## src/dmcf_defines.svh

```systemverilog
// constants of the fifth dram mode-control register and its logic
`ifndef DMCF_DEFINES_SVH
`define DMCF_DEFINES_SVH

// register image layout, as loaded from bank-group, bank and address pins
`define DMCF_IMG_W        22
`define DMCF_SEL_HI       20
`define DMCF_SEL_LO       18
`define DMCF_BIT_RD_INV   12
`define DMCF_BIT_WR_INV   11
`define DMCF_BIT_WR_MASK  10
`define DMCF_BIT_PERSIST  9
`define DMCF_PARK_HI      8
`define DMCF_PARK_LO      6
`define DMCF_BIT_ODT_OFF  5
`define DMCF_BIT_PAR_ERR  4
`define DMCF_BIT_CRC_ERR  3
`define DMCF_LAT_HI       2
`define DMCF_LAT_LO       0

// target select codes
`define DMCF_SEL_SELF     3'h5
`define DMCF_SEL_UNUSED   3'h7

// parity latency codes and their clock counts
`define DMCF_LAT_CODE_OFF 3'h0
`define DMCF_LAT_CODE_4   3'h1
`define DMCF_LAT_CODE_5   3'h2
`define DMCF_LAT_CODE_6   3'h3
`define DMCF_LAT_CLK_4    4
`define DMCF_LAT_CLK_5    5
`define DMCF_LAT_CLK_6    6
`define DMCF_LAT_MAX      6

// reset value of the whole register
`define DMCF_MODE_RESET   22'h000000

// data-bus organisation
`define DMCF_DQ_WIDTH     8
`define DMCF_DQ_X4        4

`endif

```

## src/dmcf_pkg.sv

```systemverilog
// types shared by the mode-control register logic
package dmcf_pkg;

  // command/address pins covered by parity; ras/cas/we double as a16..a14
  typedef struct packed {
    logic        act_n;
    logic        ras_n;
    logic        cas_n;
    logic        we_n;
    logic [1:0]  bg;
    logic [1:0]  ba;
    logic        a17;
    logic [13:0] addr;
    logic        par;
  } dmcf_ca_t;

  // register layout, bit 21 down to bit 0
  typedef struct packed {
    logic        rsv21;
    logic [2:0]  sel;
    logic        rsv17;
    logic [2:0]  gap;
    logic        rsv13;
    logic        rd_inv;
    logic        wr_inv;
    logic        wr_mask;
    logic        persist;
    logic [2:0]  park;
    logic        odt_off;
    logic        par_err;
    logic        crc_err;
    logic [2:0]  lat;
  } dmcf_mode_t;

  typedef enum logic [0:0] {
    DMCF_ST_RUN,
    DMCF_ST_MAXSAVE
  } dmcf_state_t;

  typedef enum logic [1:0] {
    DMCF_PU_NONE,
    DMCF_PU_MASK,
    DMCF_PU_INVERT
  } dmcf_pin_use_t;

endpackage

```

## src/dmcf_parity.sv

```systemverilog
// command/address parity check with programmable latency
`timescale 1ns/1ps
`include "dmcf_defines.svh"

module dmcf_parity
  import dmcf_pkg::*;
#(
  parameter int MAX_LAT = `DMCF_LAT_MAX
)(
  // clock and reset
  input  wire logic     clk_sys,
  input  wire logic     resetn,
  // command in
  input  wire logic     in_valid,
  input  dmcf_ca_t      in_word,
  // settings
  input  wire logic [2:0] lat_code,
  input  wire logic     check_en,
  // command out
  output logic          out_valid_q,
  output dmcf_ca_t      out_word_q,
  output logic          err_pulse_q
);

  logic [MAX_LAT-1:0] vld_q, vld_d;
  logic [MAX_LAT-1:0] bad_q, bad_d;
  dmcf_ca_t           word_q [MAX_LAT];
  dmcf_ca_t           word_d [MAX_LAT];
  logic               t_v, t_b, out_valid_d, err_d;
  int                 depth;
  dmcf_ca_t           t_w;

  always_comb
  begin
    // reserved codes behave as parity disabled: no check, no delay
    depth = 0;
    t_v   = in_valid;
    t_b   = 1'b0;
    t_w   = in_word;
    case (lat_code)
      `DMCF_LAT_CODE_4:
      begin
        depth = `DMCF_LAT_CLK_4;
        t_v = vld_q[`DMCF_LAT_CLK_4-1];
        t_b = bad_q[`DMCF_LAT_CLK_4-1];
        t_w = word_q[`DMCF_LAT_CLK_4-1];
      end
      `DMCF_LAT_CODE_5:
      begin
        depth = `DMCF_LAT_CLK_5;
        t_v = vld_q[`DMCF_LAT_CLK_5-1];
        t_b = bad_q[`DMCF_LAT_CLK_5-1];
        t_w = word_q[`DMCF_LAT_CLK_5-1];
      end
      `DMCF_LAT_CODE_6:
      begin
        depth = `DMCF_LAT_CLK_6;
        t_v = vld_q[`DMCF_LAT_CLK_6-1];
        t_b = bad_q[`DMCF_LAT_CLK_6-1];
        t_w = word_q[`DMCF_LAT_CLK_6-1];
      end
      default:
      begin
        t_v = in_valid;
      end
    endcase
    // entries past the tap are dropped: when a mode set moves the tap
    // deeper, a command already taken must not come out a second time
    vld_d[0]  = in_valid & (depth > 0);
    bad_d[0]  = ^in_word; // even parity over all covered pins
    word_d[0] = in_word;
    for (int i = 1; i < MAX_LAT; i++)
    begin
      vld_d[i]  = vld_q[i-1] & (i < depth);
      bad_d[i]  = bad_q[i-1];
      word_d[i] = word_q[i-1];
    end
    // a failing command is not executed while check_en is set
    out_valid_d = t_v & ~(t_b & check_en);
    err_d       = t_v & t_b & check_en;
  end

  always_ff @(posedge clk_sys or negedge resetn)
  begin
    if (!resetn)
    begin
      vld_q       <= '0;
      bad_q       <= '0;
      out_valid_q <= 1'b0;
      err_pulse_q <= 1'b0;
      out_word_q  <= '0;
      for (int i = 0; i < MAX_LAT; i++)
        word_q[i] <= '0;
    end
    else
    begin
      vld_q       <= vld_d;
      bad_q       <= bad_d;
      out_valid_q <= out_valid_d;
      err_pulse_q <= err_d;
      out_word_q  <= t_w;
      for (int i = 0; i < MAX_LAT; i++)
        word_q[i] <= word_d[i];
    end
  end

  a_lat_four: assert property (@(posedge clk_sys) disable iff (!resetn)
    (in_valid && !(^in_word) && lat_code == `DMCF_LAT_CODE_4)
    ##1 (lat_code == `DMCF_LAT_CODE_4) [*4]
    |=> out_valid_q)
    else $error("command not released four clocks later");

endmodule // dmcf_parity

```

## src/dmcf_top.sv

```systemverilog
// fifth dram mode-control register, its loading and the logic it steers
//
// What this block does
// - max power saving: ignore commands except exit
// - mode set loads register from bank/address pins
// - select code picks target; unused code ignored
// - bits 12, 11 enable read/write inversion
// - bit 10 masks write bytes, writes only
// - no read inversion during multipurpose readout
// - shared pin features only in x8, x16
// - bit 9 keeps parity checking after error
// - bits 8:6 pick parked termination strength
// - bit 5 drops termination input in power-down
// - bits 4, 3 flag parity and crc errors
// - bits 2:0 pick parity latency four to six
// - error flags stick until cleared by mode set
// - parity checked over command and address pins
// - parity excludes clock enable, termination, select
`timescale 1ns/1ps
`include "dmcf_defines.svh"

module dmcf_top
  import dmcf_pkg::*;
#(
  parameter int DQ_WIDTH = `DMCF_DQ_WIDTH
)(
  // clock and reset
  input  wire logic       clk_sys,
  input  wire logic       resetn,
  // device pins
  input  wire logic       cs_n_pin,
  input  wire logic       cke_pin,
  input  wire logic       odt_pin,
  input  dmcf_ca_t        ca_pin,
  // internal status from the core
  input  wire logic       read_xfer,
  input  wire logic       write_xfer,
  input  wire logic       mpr_read,
  input  wire logic       power_down,
  input  wire logic       mps_enter,
  input  wire logic       mps_exit,
  input  wire logic       crc_err_evt,
  // register contents
  output dmcf_mode_t      mode_reg_q,
  // executed commands
  output logic            cmd_valid_q,
  output dmcf_ca_t        cmd_word_q,
  output logic            mrs_other_valid_q,
  output logic [2:0]      mrs_other_sel_q,
  output logic [21:0]     mrs_other_img_q,
  // steered functions
  output logic            rd_inv_apply_q,
  output logic            wr_inv_apply_q,
  output logic            wr_mask_apply_q,
  output dmcf_pin_use_t   pin_use_q,
  output logic            nom_term_q,
  output logic [2:0]      park_div_q,
  output logic            mps_active_q
);

  // x4 has no shared pin, so its features stay off whatever is written
  localparam logic SHARED_OK = (DQ_WIDTH != `DMCF_DQ_X4);
  localparam int   SYNC_W    = $bits(dmcf_ca_t) + 3;

  // two-stage pin synchroniser
  logic [SYNC_W-1:0] sync1_q, sync1_d, sync2_q;
  dmcf_ca_t          ca_s;
  logic              cs_n_s, cke_s, odt_s;

  always_comb
  begin
    sync1_d = {ca_pin, cs_n_pin, cke_pin, odt_pin};
  end

  always_ff @(posedge clk_sys or negedge resetn)
  begin
    if (!resetn)
    begin
      sync1_q <= '0;
      sync2_q <= '0;
    end
    else
    begin
      sync1_q <= sync1_d;
      sync2_q <= sync1_q;
    end
  end

  assign {ca_s, cs_n_s, cke_s, odt_s} = sync2_q;

  // max power saving state
  dmcf_state_t st_q, st_d;

  always_comb
  begin
    st_d = st_q;
    case (st_q)
      DMCF_ST_RUN:
        if (mps_enter)
          st_d = DMCF_ST_MAXSAVE;
      DMCF_ST_MAXSAVE:
        if (mps_exit)
          st_d = DMCF_ST_RUN; // only exit leaves, besides reset
      default:
        st_d = DMCF_ST_RUN;
    endcase
  end

  // command path through the parity checker
  logic     par_in_valid, lat_ok, check_en;
  logic     par_out_valid, par_err_pulse;
  dmcf_ca_t par_out_word;

  always_comb
  begin
    // select, clock enable and the run state gate the command only
    par_in_valid = ~cs_n_s & cke_s & (st_q == DMCF_ST_RUN);
    lat_ok = (mode_reg_q.lat == `DMCF_LAT_CODE_4)
           | (mode_reg_q.lat == `DMCF_LAT_CODE_5)
           | (mode_reg_q.lat == `DMCF_LAT_CODE_6);
    check_en = lat_ok & (mode_reg_q.persist | ~mode_reg_q.par_err);
  end

  dmcf_parity #(
    .MAX_LAT (`DMCF_LAT_MAX)
  ) u_parity (
    .clk_sys     (clk_sys),
    .resetn      (resetn),
    .in_valid    (par_in_valid),
    .in_word     (ca_s),
    .lat_code    (mode_reg_q.lat),
    .check_en    (check_en),
    .out_valid_q (par_out_valid),
    .out_word_q  (par_out_word),
    .err_pulse_q (par_err_pulse)
  );

  // mode set decode
  logic                   is_mrs, to_self, to_other;
  logic [`DMCF_IMG_W-1:0] img;
  logic [2:0]             sel;

  always_comb
  begin
    // ras, cas, we low carry no register bits
    is_mrs = par_out_valid & par_out_word.act_n & ~par_out_word.ras_n
           & ~par_out_word.cas_n & ~par_out_word.we_n;
    img = {par_out_word.bg, par_out_word.ba, par_out_word.a17, 3'h0,
           par_out_word.addr};
    sel = img[`DMCF_SEL_HI:`DMCF_SEL_LO];
    to_self  = is_mrs & (sel == `DMCF_SEL_SELF);
    to_other = is_mrs & (sel != `DMCF_SEL_SELF)
             & (sel != `DMCF_SEL_UNUSED);
  end

  // register, command and steering outputs
  dmcf_mode_t      mode_d;
  logic            cmd_valid_d, mrs_other_valid_d;
  logic [2:0]      park_div_d;
  logic            rd_inv_d, wr_inv_d, wr_mask_d, nom_term_d;
  dmcf_pin_use_t   pin_use_d;

  always_comb
  begin
    mode_d = mode_reg_q;
    if (to_self)
    begin
      // reserved bits are not stored and read as zero
      mode_d.rd_inv  = img[`DMCF_BIT_RD_INV] & SHARED_OK;
      mode_d.wr_inv  = img[`DMCF_BIT_WR_INV] & SHARED_OK;
      mode_d.wr_mask = img[`DMCF_BIT_WR_MASK] & SHARED_OK;
      mode_d.persist = img[`DMCF_BIT_PERSIST];
      mode_d.park    = img[`DMCF_PARK_HI:`DMCF_PARK_LO];
      mode_d.odt_off = img[`DMCF_BIT_ODT_OFF];
      mode_d.par_err = img[`DMCF_BIT_PAR_ERR];
      mode_d.crc_err = img[`DMCF_BIT_CRC_ERR];
      mode_d.lat     = img[`DMCF_LAT_HI:`DMCF_LAT_LO];
    end
    // a detected error wins over a clear in the same cycle
    if (par_err_pulse)
      mode_d.par_err = 1'b1;
    if (crc_err_evt)
      mode_d.crc_err = 1'b1;

    cmd_valid_d       = par_out_valid & ~is_mrs;
    mrs_other_valid_d = to_other;

    // inversion and masking; masking never touches reads
    rd_inv_d  = mode_reg_q.rd_inv & read_xfer & ~mpr_read;
    wr_inv_d  = mode_reg_q.wr_inv & write_xfer;
    wr_mask_d = mode_reg_q.wr_mask & write_xfer;
    // write inversion with masking is illegal; masking is shown if both
    if (mode_reg_q.wr_mask)
      pin_use_d = DMCF_PU_MASK;
    else if (mode_reg_q.rd_inv | mode_reg_q.wr_inv)
      pin_use_d = DMCF_PU_INVERT;
    else
      pin_use_d = DMCF_PU_NONE;

    // odt input ignored in power-down when its buffer is off
    nom_term_d = odt_s & ~(power_down & mode_reg_q.odt_off)
               & (st_q == DMCF_ST_RUN);

    // parked strength as divisor of the calibration resistor
    case (mode_reg_q.park)
      3'h1: park_div_d = 3'h4;
      3'h2: park_div_d = 3'h2;
      3'h3: park_div_d = 3'h6;
      3'h4: park_div_d = 3'h1;
      3'h5: park_div_d = 3'h5;
      3'h6: park_div_d = 3'h3;
      3'h7: park_div_d = 3'h7;
      default: park_div_d = 3'h0;
    endcase
  end

  always_ff @(posedge clk_sys or negedge resetn)
  begin
    if (!resetn)
    begin
      st_q              <= DMCF_ST_RUN;
      mode_reg_q        <= `DMCF_MODE_RESET;
      cmd_valid_q       <= 1'b0;
      cmd_word_q        <= '0;
      mrs_other_valid_q <= 1'b0;
      mrs_other_sel_q   <= 3'h0;
      mrs_other_img_q   <= 22'h000000;
      rd_inv_apply_q    <= 1'b0;
      wr_inv_apply_q    <= 1'b0;
      wr_mask_apply_q   <= 1'b0;
      pin_use_q         <= DMCF_PU_NONE;
      nom_term_q        <= 1'b0;
      park_div_q        <= 3'h0;
      mps_active_q      <= 1'b0;
    end
    else
    begin
      st_q              <= st_d;
      mode_reg_q        <= mode_d;
      cmd_valid_q       <= cmd_valid_d;
      cmd_word_q        <= par_out_word;
      mrs_other_valid_q <= mrs_other_valid_d;
      mrs_other_sel_q   <= sel;
      mrs_other_img_q   <= img;
      rd_inv_apply_q    <= rd_inv_d;
      wr_inv_apply_q    <= wr_inv_d;
      wr_mask_apply_q   <= wr_mask_d;
      pin_use_q         <= pin_use_d;
      nom_term_q        <= nom_term_d;
      park_div_q        <= park_div_d;
      mps_active_q      <= (st_d == DMCF_ST_MAXSAVE);
    end
  end

  // checks
  a_mps_ignore: assert property (@(posedge clk_sys) disable iff (!resetn)
    (st_q == DMCF_ST_MAXSAVE) [*8] |-> !cmd_valid_q && !mrs_other_valid_q
    && $stable(mode_reg_q.lat))
    else $error("command acted on in max power saving");

  a_mrs_load: assert property (@(posedge clk_sys) disable iff (!resetn)
    to_self && !par_err_pulse |=> mode_reg_q.persist == $past(img[9])
    && mode_reg_q.lat == $past(img[2:0])
    && mode_reg_q.park == $past(img[8:6]))
    else $error("mode set did not load the register");

  a_sel_unused: assert property (@(posedge clk_sys) disable iff (!resetn)
    is_mrs && sel == `DMCF_SEL_UNUSED && !par_err_pulse && !crc_err_evt
    |=> $stable(mode_reg_q) && !mrs_other_valid_q)
    else $error("unused select code had an effect");

  a_rsv_zero: assert property (@(posedge clk_sys) disable iff (!resetn)
    mode_reg_q.rsv21 == 1'b0 && mode_reg_q.rsv17 == 1'b0
    && mode_reg_q.rsv13 == 1'b0)
    else $error("reserved bit reads one");

  a_mpr_noinv: assert property (@(posedge clk_sys) disable iff (!resetn)
    mpr_read |=> !rd_inv_apply_q)
    else $error("read inversion during readout");

  a_mask_reads: assert property (@(posedge clk_sys) disable iff (!resetn)
    !write_xfer |=> !wr_mask_apply_q && !wr_inv_apply_q)
    else $error("write function applied outside a write");

  a_nonpersist: assert property (@(posedge clk_sys) disable iff (!resetn)
    !mode_reg_q.persist && mode_reg_q.par_err |-> !check_en)
    else $error("parity still checked after error");

  a_err_sticky: assert property (@(posedge clk_sys) disable iff (!resetn)
    mode_reg_q.par_err && !to_self |=> mode_reg_q.par_err)
    else $error("parity error flag dropped without a clear");

  a_err_set: assert property (@(posedge clk_sys) disable iff (!resetn)
    par_err_pulse || crc_err_evt |=> (mode_reg_q.par_err || !$past(
    par_err_pulse)) && (mode_reg_q.crc_err || !$past(crc_err_evt)))
    else $error("error event not recorded");

  a_term_off: assert property (@(posedge clk_sys) disable iff (!resetn)
    power_down && mode_reg_q.odt_off |=> !nom_term_q)
    else $error("nominal termination in power-down");

  a_reset_zero: assert property (@(posedge clk_sys)
    $rose(resetn) |-> mode_reg_q == `DMCF_MODE_RESET && !cmd_valid_q)
    else $error("register not zero after reset");

  c_self_load: cover property (@(posedge clk_sys) disable iff (!resetn)
    to_self);
  c_other_load: cover property (@(posedge clk_sys) disable iff (!resetn)
    to_other);
  c_par_err: cover property (@(posedge clk_sys) disable iff (!resetn)
    par_err_pulse ##1 mode_reg_q.par_err);
  c_mps_cycle: cover property (@(posedge clk_sys) disable iff (!resetn)
    mps_active_q ##[1:20] !mps_active_q);

endmodule // dmcf_top

```

## config.mk

```make
export PLATFORM = sky130hd
export DESIGN_NAME = dmcf_top
export DESIGN_NICKNAME = d
export VERILOG_FILES = /design/src/dmcf_pkg.sv /design/src/dmcf_parity.sv /design/src/dmcf_top.sv
export VERILOG_INCLUDE_DIRS = /design/src /design/src/src
export SDC_FILE = /design/constraint.sdc
export NUM_CORES = 1
export LEC_CHECK = 0
export ABC_AREA = 1
export BUFFER_PORTS_ARGS = -buffer_cell sky130_fd_sc_hd__buf_2
export CORE_MARGIN = 1
export CORE_UTILIZATION = 61
export CTS_CLUSTER_SIZE = 8
export DETAILED_ROUTE_END_ITERATION = 10
export PLACE_DENSITY = 0.84
export SYNTH_ARGS = -nofsm -noshare
export SYNTH_HDL_FRONTEND = slang
export SYNTH_HIERARCHICAL = 1
export SYNTH_SLANG_ARGS = --single-unit
```

## constraint.sdc

```tcl
create_clock -name clk_sys -period 3.5 [get_ports clk_sys]
set_input_delay 0.525 -clock clk_sys [delete_from_list [all_inputs] [get_ports clk_sys]]
set_output_delay 0.525 -clock clk_sys [all_outputs]
set_load 0.05 [all_outputs]
```

==> flow_metrics.tcl <==
set metrics [dict create \
    yosys.cell_types.count 24 \
    period_needed_ns 1.96 \
    yosys_warnings 6 \
    dp_cells 938 \
    r2r_cells 7 \
    first_pass_iters 7 \
    route.met2.wl_um 9880 \
    drt_iter0_drc 466 \
    globalplace.congestion 0.753 \
    path_max_fanout 26 \
    cts.repair.resized 0 \
    htree_levels 2 \
    fillers 810 \
    stdcell_count 983 \
    antenna_found_initial 0 \
    finalCritPeriodShare_pct 56.0 \
    clk_path_buf_depth 3 \
    dieArea_mm2 0.0153 \
    end_kind "register" \
    antenna_left 0 \
    critPathArrivalTime_ns 2.38 \
    coreArea_mm2 0.0145 \
    r2r_start "mode_reg_q[2]" \
    start_util_pct 62.3 \
    avgSynthCellArea_um2 13.2 \
    area_delta_synth_final_pct 17.7 \
    critPathLaunchType "register" \
    grt_start_max_net_pins 106 \
    grt-ovfl-total 0 \
    insertion_delay_ns 0.51 \
    grt_pass1_wl_um 30000 \
    synth_area_leaders "dfrtp_1, nand2_1, buf_4, inv_1, nand4_1" \
    crit_chain "inv_1 -> nand2_2 -> nor2_4 -> a22oi_1 -> nand2_1 -> nand2_1 -> nor2_1" \
    critPathBufInv 1 \
    rsz0062_at_grt "no" \
    vias 5429 \
    synth_cells 681 \
    synthesis.area_mm2 0.00902 \
    ys_seq_elements 285 \
    port_buffers 106 \
    multi_input_area_mm2 0.00142 \
    maxCapViolCount 0 \
    status "completed" \
    tightest_slew_ns 0.736 \
    cts_buffers 41 \
    synth_edf_count 0 \
    slew_viol_final 0 \
    grt_pass1_vias 5738 \
    p_per_area_mw_per_mm2 738 \
    hold_path_class "input port to async pin" \
    r2r_slack_ns 1.54 \
    design_area_mm2 0.0106 \
    wl_per_cell_um 19.6 \
    setup_viol_count_final 0 \
    crit_family "simple AND/OR/NAND/NOR gates" \
    postCtsSetupRepairBufs 0 \
    die-width_um 124 \
    drc 0 \
    grt_usage_pct 26.8 \
    drive_gt1_share_pct 20.8 \
    place_area_mm2 0.00952 \
    dp_hpwl_um 10100 \
    path_clk_slew_ns 0.05 \
    routed.top_layer "met4" \
    p_total_uw 7830 \
    slew_headroom_pct 50.9 \
    m1WireLength_um 7370 \
    nets 833 \
    yosysMostFrequentCell "dfrtp_1" \
    synth-async-reset-ratio_pct 100 \
    yosysSeqAreaShare_pct 79.1 \
    fmax_mhz 511 \
    cts-hold-fix-buffers 0 \
    hold_viol 0 \
    wl_met3_um 1380 \
    crit_top_cell "nand2_1" \
    synth_ff_type "dfrtp_1" \
    ff_latch_area_mm2 0.00713 \
    dieHeight_um 124 \
    root_buffer "clkbuf_16" \
    setup_tns_ns 0 \
    synth_top_area_share_pct 79.1 \
    cpPeakStageDelay_ns 0.57 \
    viasPerCell 5.52 \
    cts_tree "done" \
    ios 119 \
    synth.top_cells.by_count "dfrtp_1, nand2_1, buf_4" \
    cpMaxStageDelayCell "nor2_4" \
    wirelength_um 19300 \
    worstSetupPathType "register to register" \
    leakage_uw 0.00532 \
    crit_required_ns 3.92 \
    vdd_drop_max_mv 0.366 \
    num_rows 44 \
    regToRegEndpoint "u_parity/err_pulse_q" \
    yosys.area.top_type "dfrtp_1" \
    skew_ns 0.0193 \
    antenna_cells 0 \
    cts_sinks 285 \
]
-- kinds of logic (layout without fill, tap and decap cells) --
logic type	after synthesis	after routing	synth area share, %
AO/OA/AOI/OAI	8	8	0.527
XOR/XNOR	11	11	1.07
buffers and inverters	90	197	5.69
flip-flops	285	285	79.1
other	1	12	0.0416
AND/OR/NAND/NOR	286	286	13.6
-- state kept, by name (all words and copies together), names as in the netlist, 2 cells and up --
| signal | cells |
|---|---|
| sync2_q | 27 |
| u_parity/out_word_q | 24 |
| pin_use_q | 2 |
| park_div_q | 3 |
| sync1_q | 27 |
| mode_reg_q | 13 |
| u_parity/word_d | 120 |
| u_parity/bad_q | 6 |
| u_parity/vld_q | 6 |
| u_parity/word_q | 24 |
| cmd_word_q | 19 |
| mrs_other_sel_q | 2 |
| mrs_other_img_q | 3 |
-- how the worst max path moves through the flow --
| stage | slack [ns] | cells after the start | start | to |
|---|---|---|---|---|
| after detailed placement | 1.84 | 7 | mode_reg_q[2] | u_parity/err_pulse_q |
| after global routing | 1.44 | 7 | mode_reg_q[2] | u_parity/err_pulse_q |
| after floorplan | 1.98 | 6 | mode_reg_q[0] | u_parity/out_word_q[14] |
| after global placement | 1.93 | 7 | mode_reg_q[2] | u_parity/err_pulse_q |
| after CTS | 1.59 | 7 | mode_reg_q[2] | u_parity/err_pulse_q |
| final | 1.54 | 7 | mode_reg_q[2] | u_parity/err_pulse_q |
-- per-stage QoR --
step           setup slack [ns]  hold slack, ns  util (%)
2_1_floorplan              1.98           0.229         -
3_3_place_gp               1.93           0.331      65.8
3_5_place_dp               1.84           0.335      65.8
4_1_cts                    1.59          0.0820      73.3
5_1_grt                    1.44           0.116      73.3
6_report                   1.54          0.0624      73.3
-- layer usage --
metal  vias to the layer above  global-route usage (%)
met5                         -                       0
met4                         0                    11.6
met3                        62                    5.91
met2                       321                    44.5
met1                      2770                    34.5
li1                       2276                       -
-- layout make-up --
cell class                 count  area share (%)
clock inverter                 2           0.130
clock buffer                  43            10.1
tap                          184            2.17
sequential                   285            67.2
inverter                      41            1.45
multi-input combinational    317            13.3
timing repair buffer         111            5.56
-- power by group --
| group | total (µW) | leakage, µW | internal (µW) | switching, µW |
|---|---|---|---|---|
| clock network | 3430 | 0.000538 | 2140 | 1290 |
| logic | 723 | 0.00139 | 142 | 581 |
| registers | 3680 | 0.00339 | 3530 | 143 |
| total | 7830 | 0.00532 | 5820 | 2020 |
-- cells in the final DEF, fill, tap and decap left out, drive strengths merged, types with 3 or more instances in the layout --
| cell type | synthesis | final |
|---|---|---|
| buf | 46 | 111 |
| xnor2 | 7 | 7 |
| clkbuf | 3 | 43 |
| xor2 | 4 | 4 |
| nand2 | 211 | 211 |
| nor2 | 27 | 27 |
| conb | 1 | 12 |
| o21ai | 3 | 3 |
| nand4 | 23 | 23 |
| inv | 41 | 42 |
| dfrtp | 285 | 285 |
| nand3 | 22 | 22 |
(Power assumes the default switching activity.)
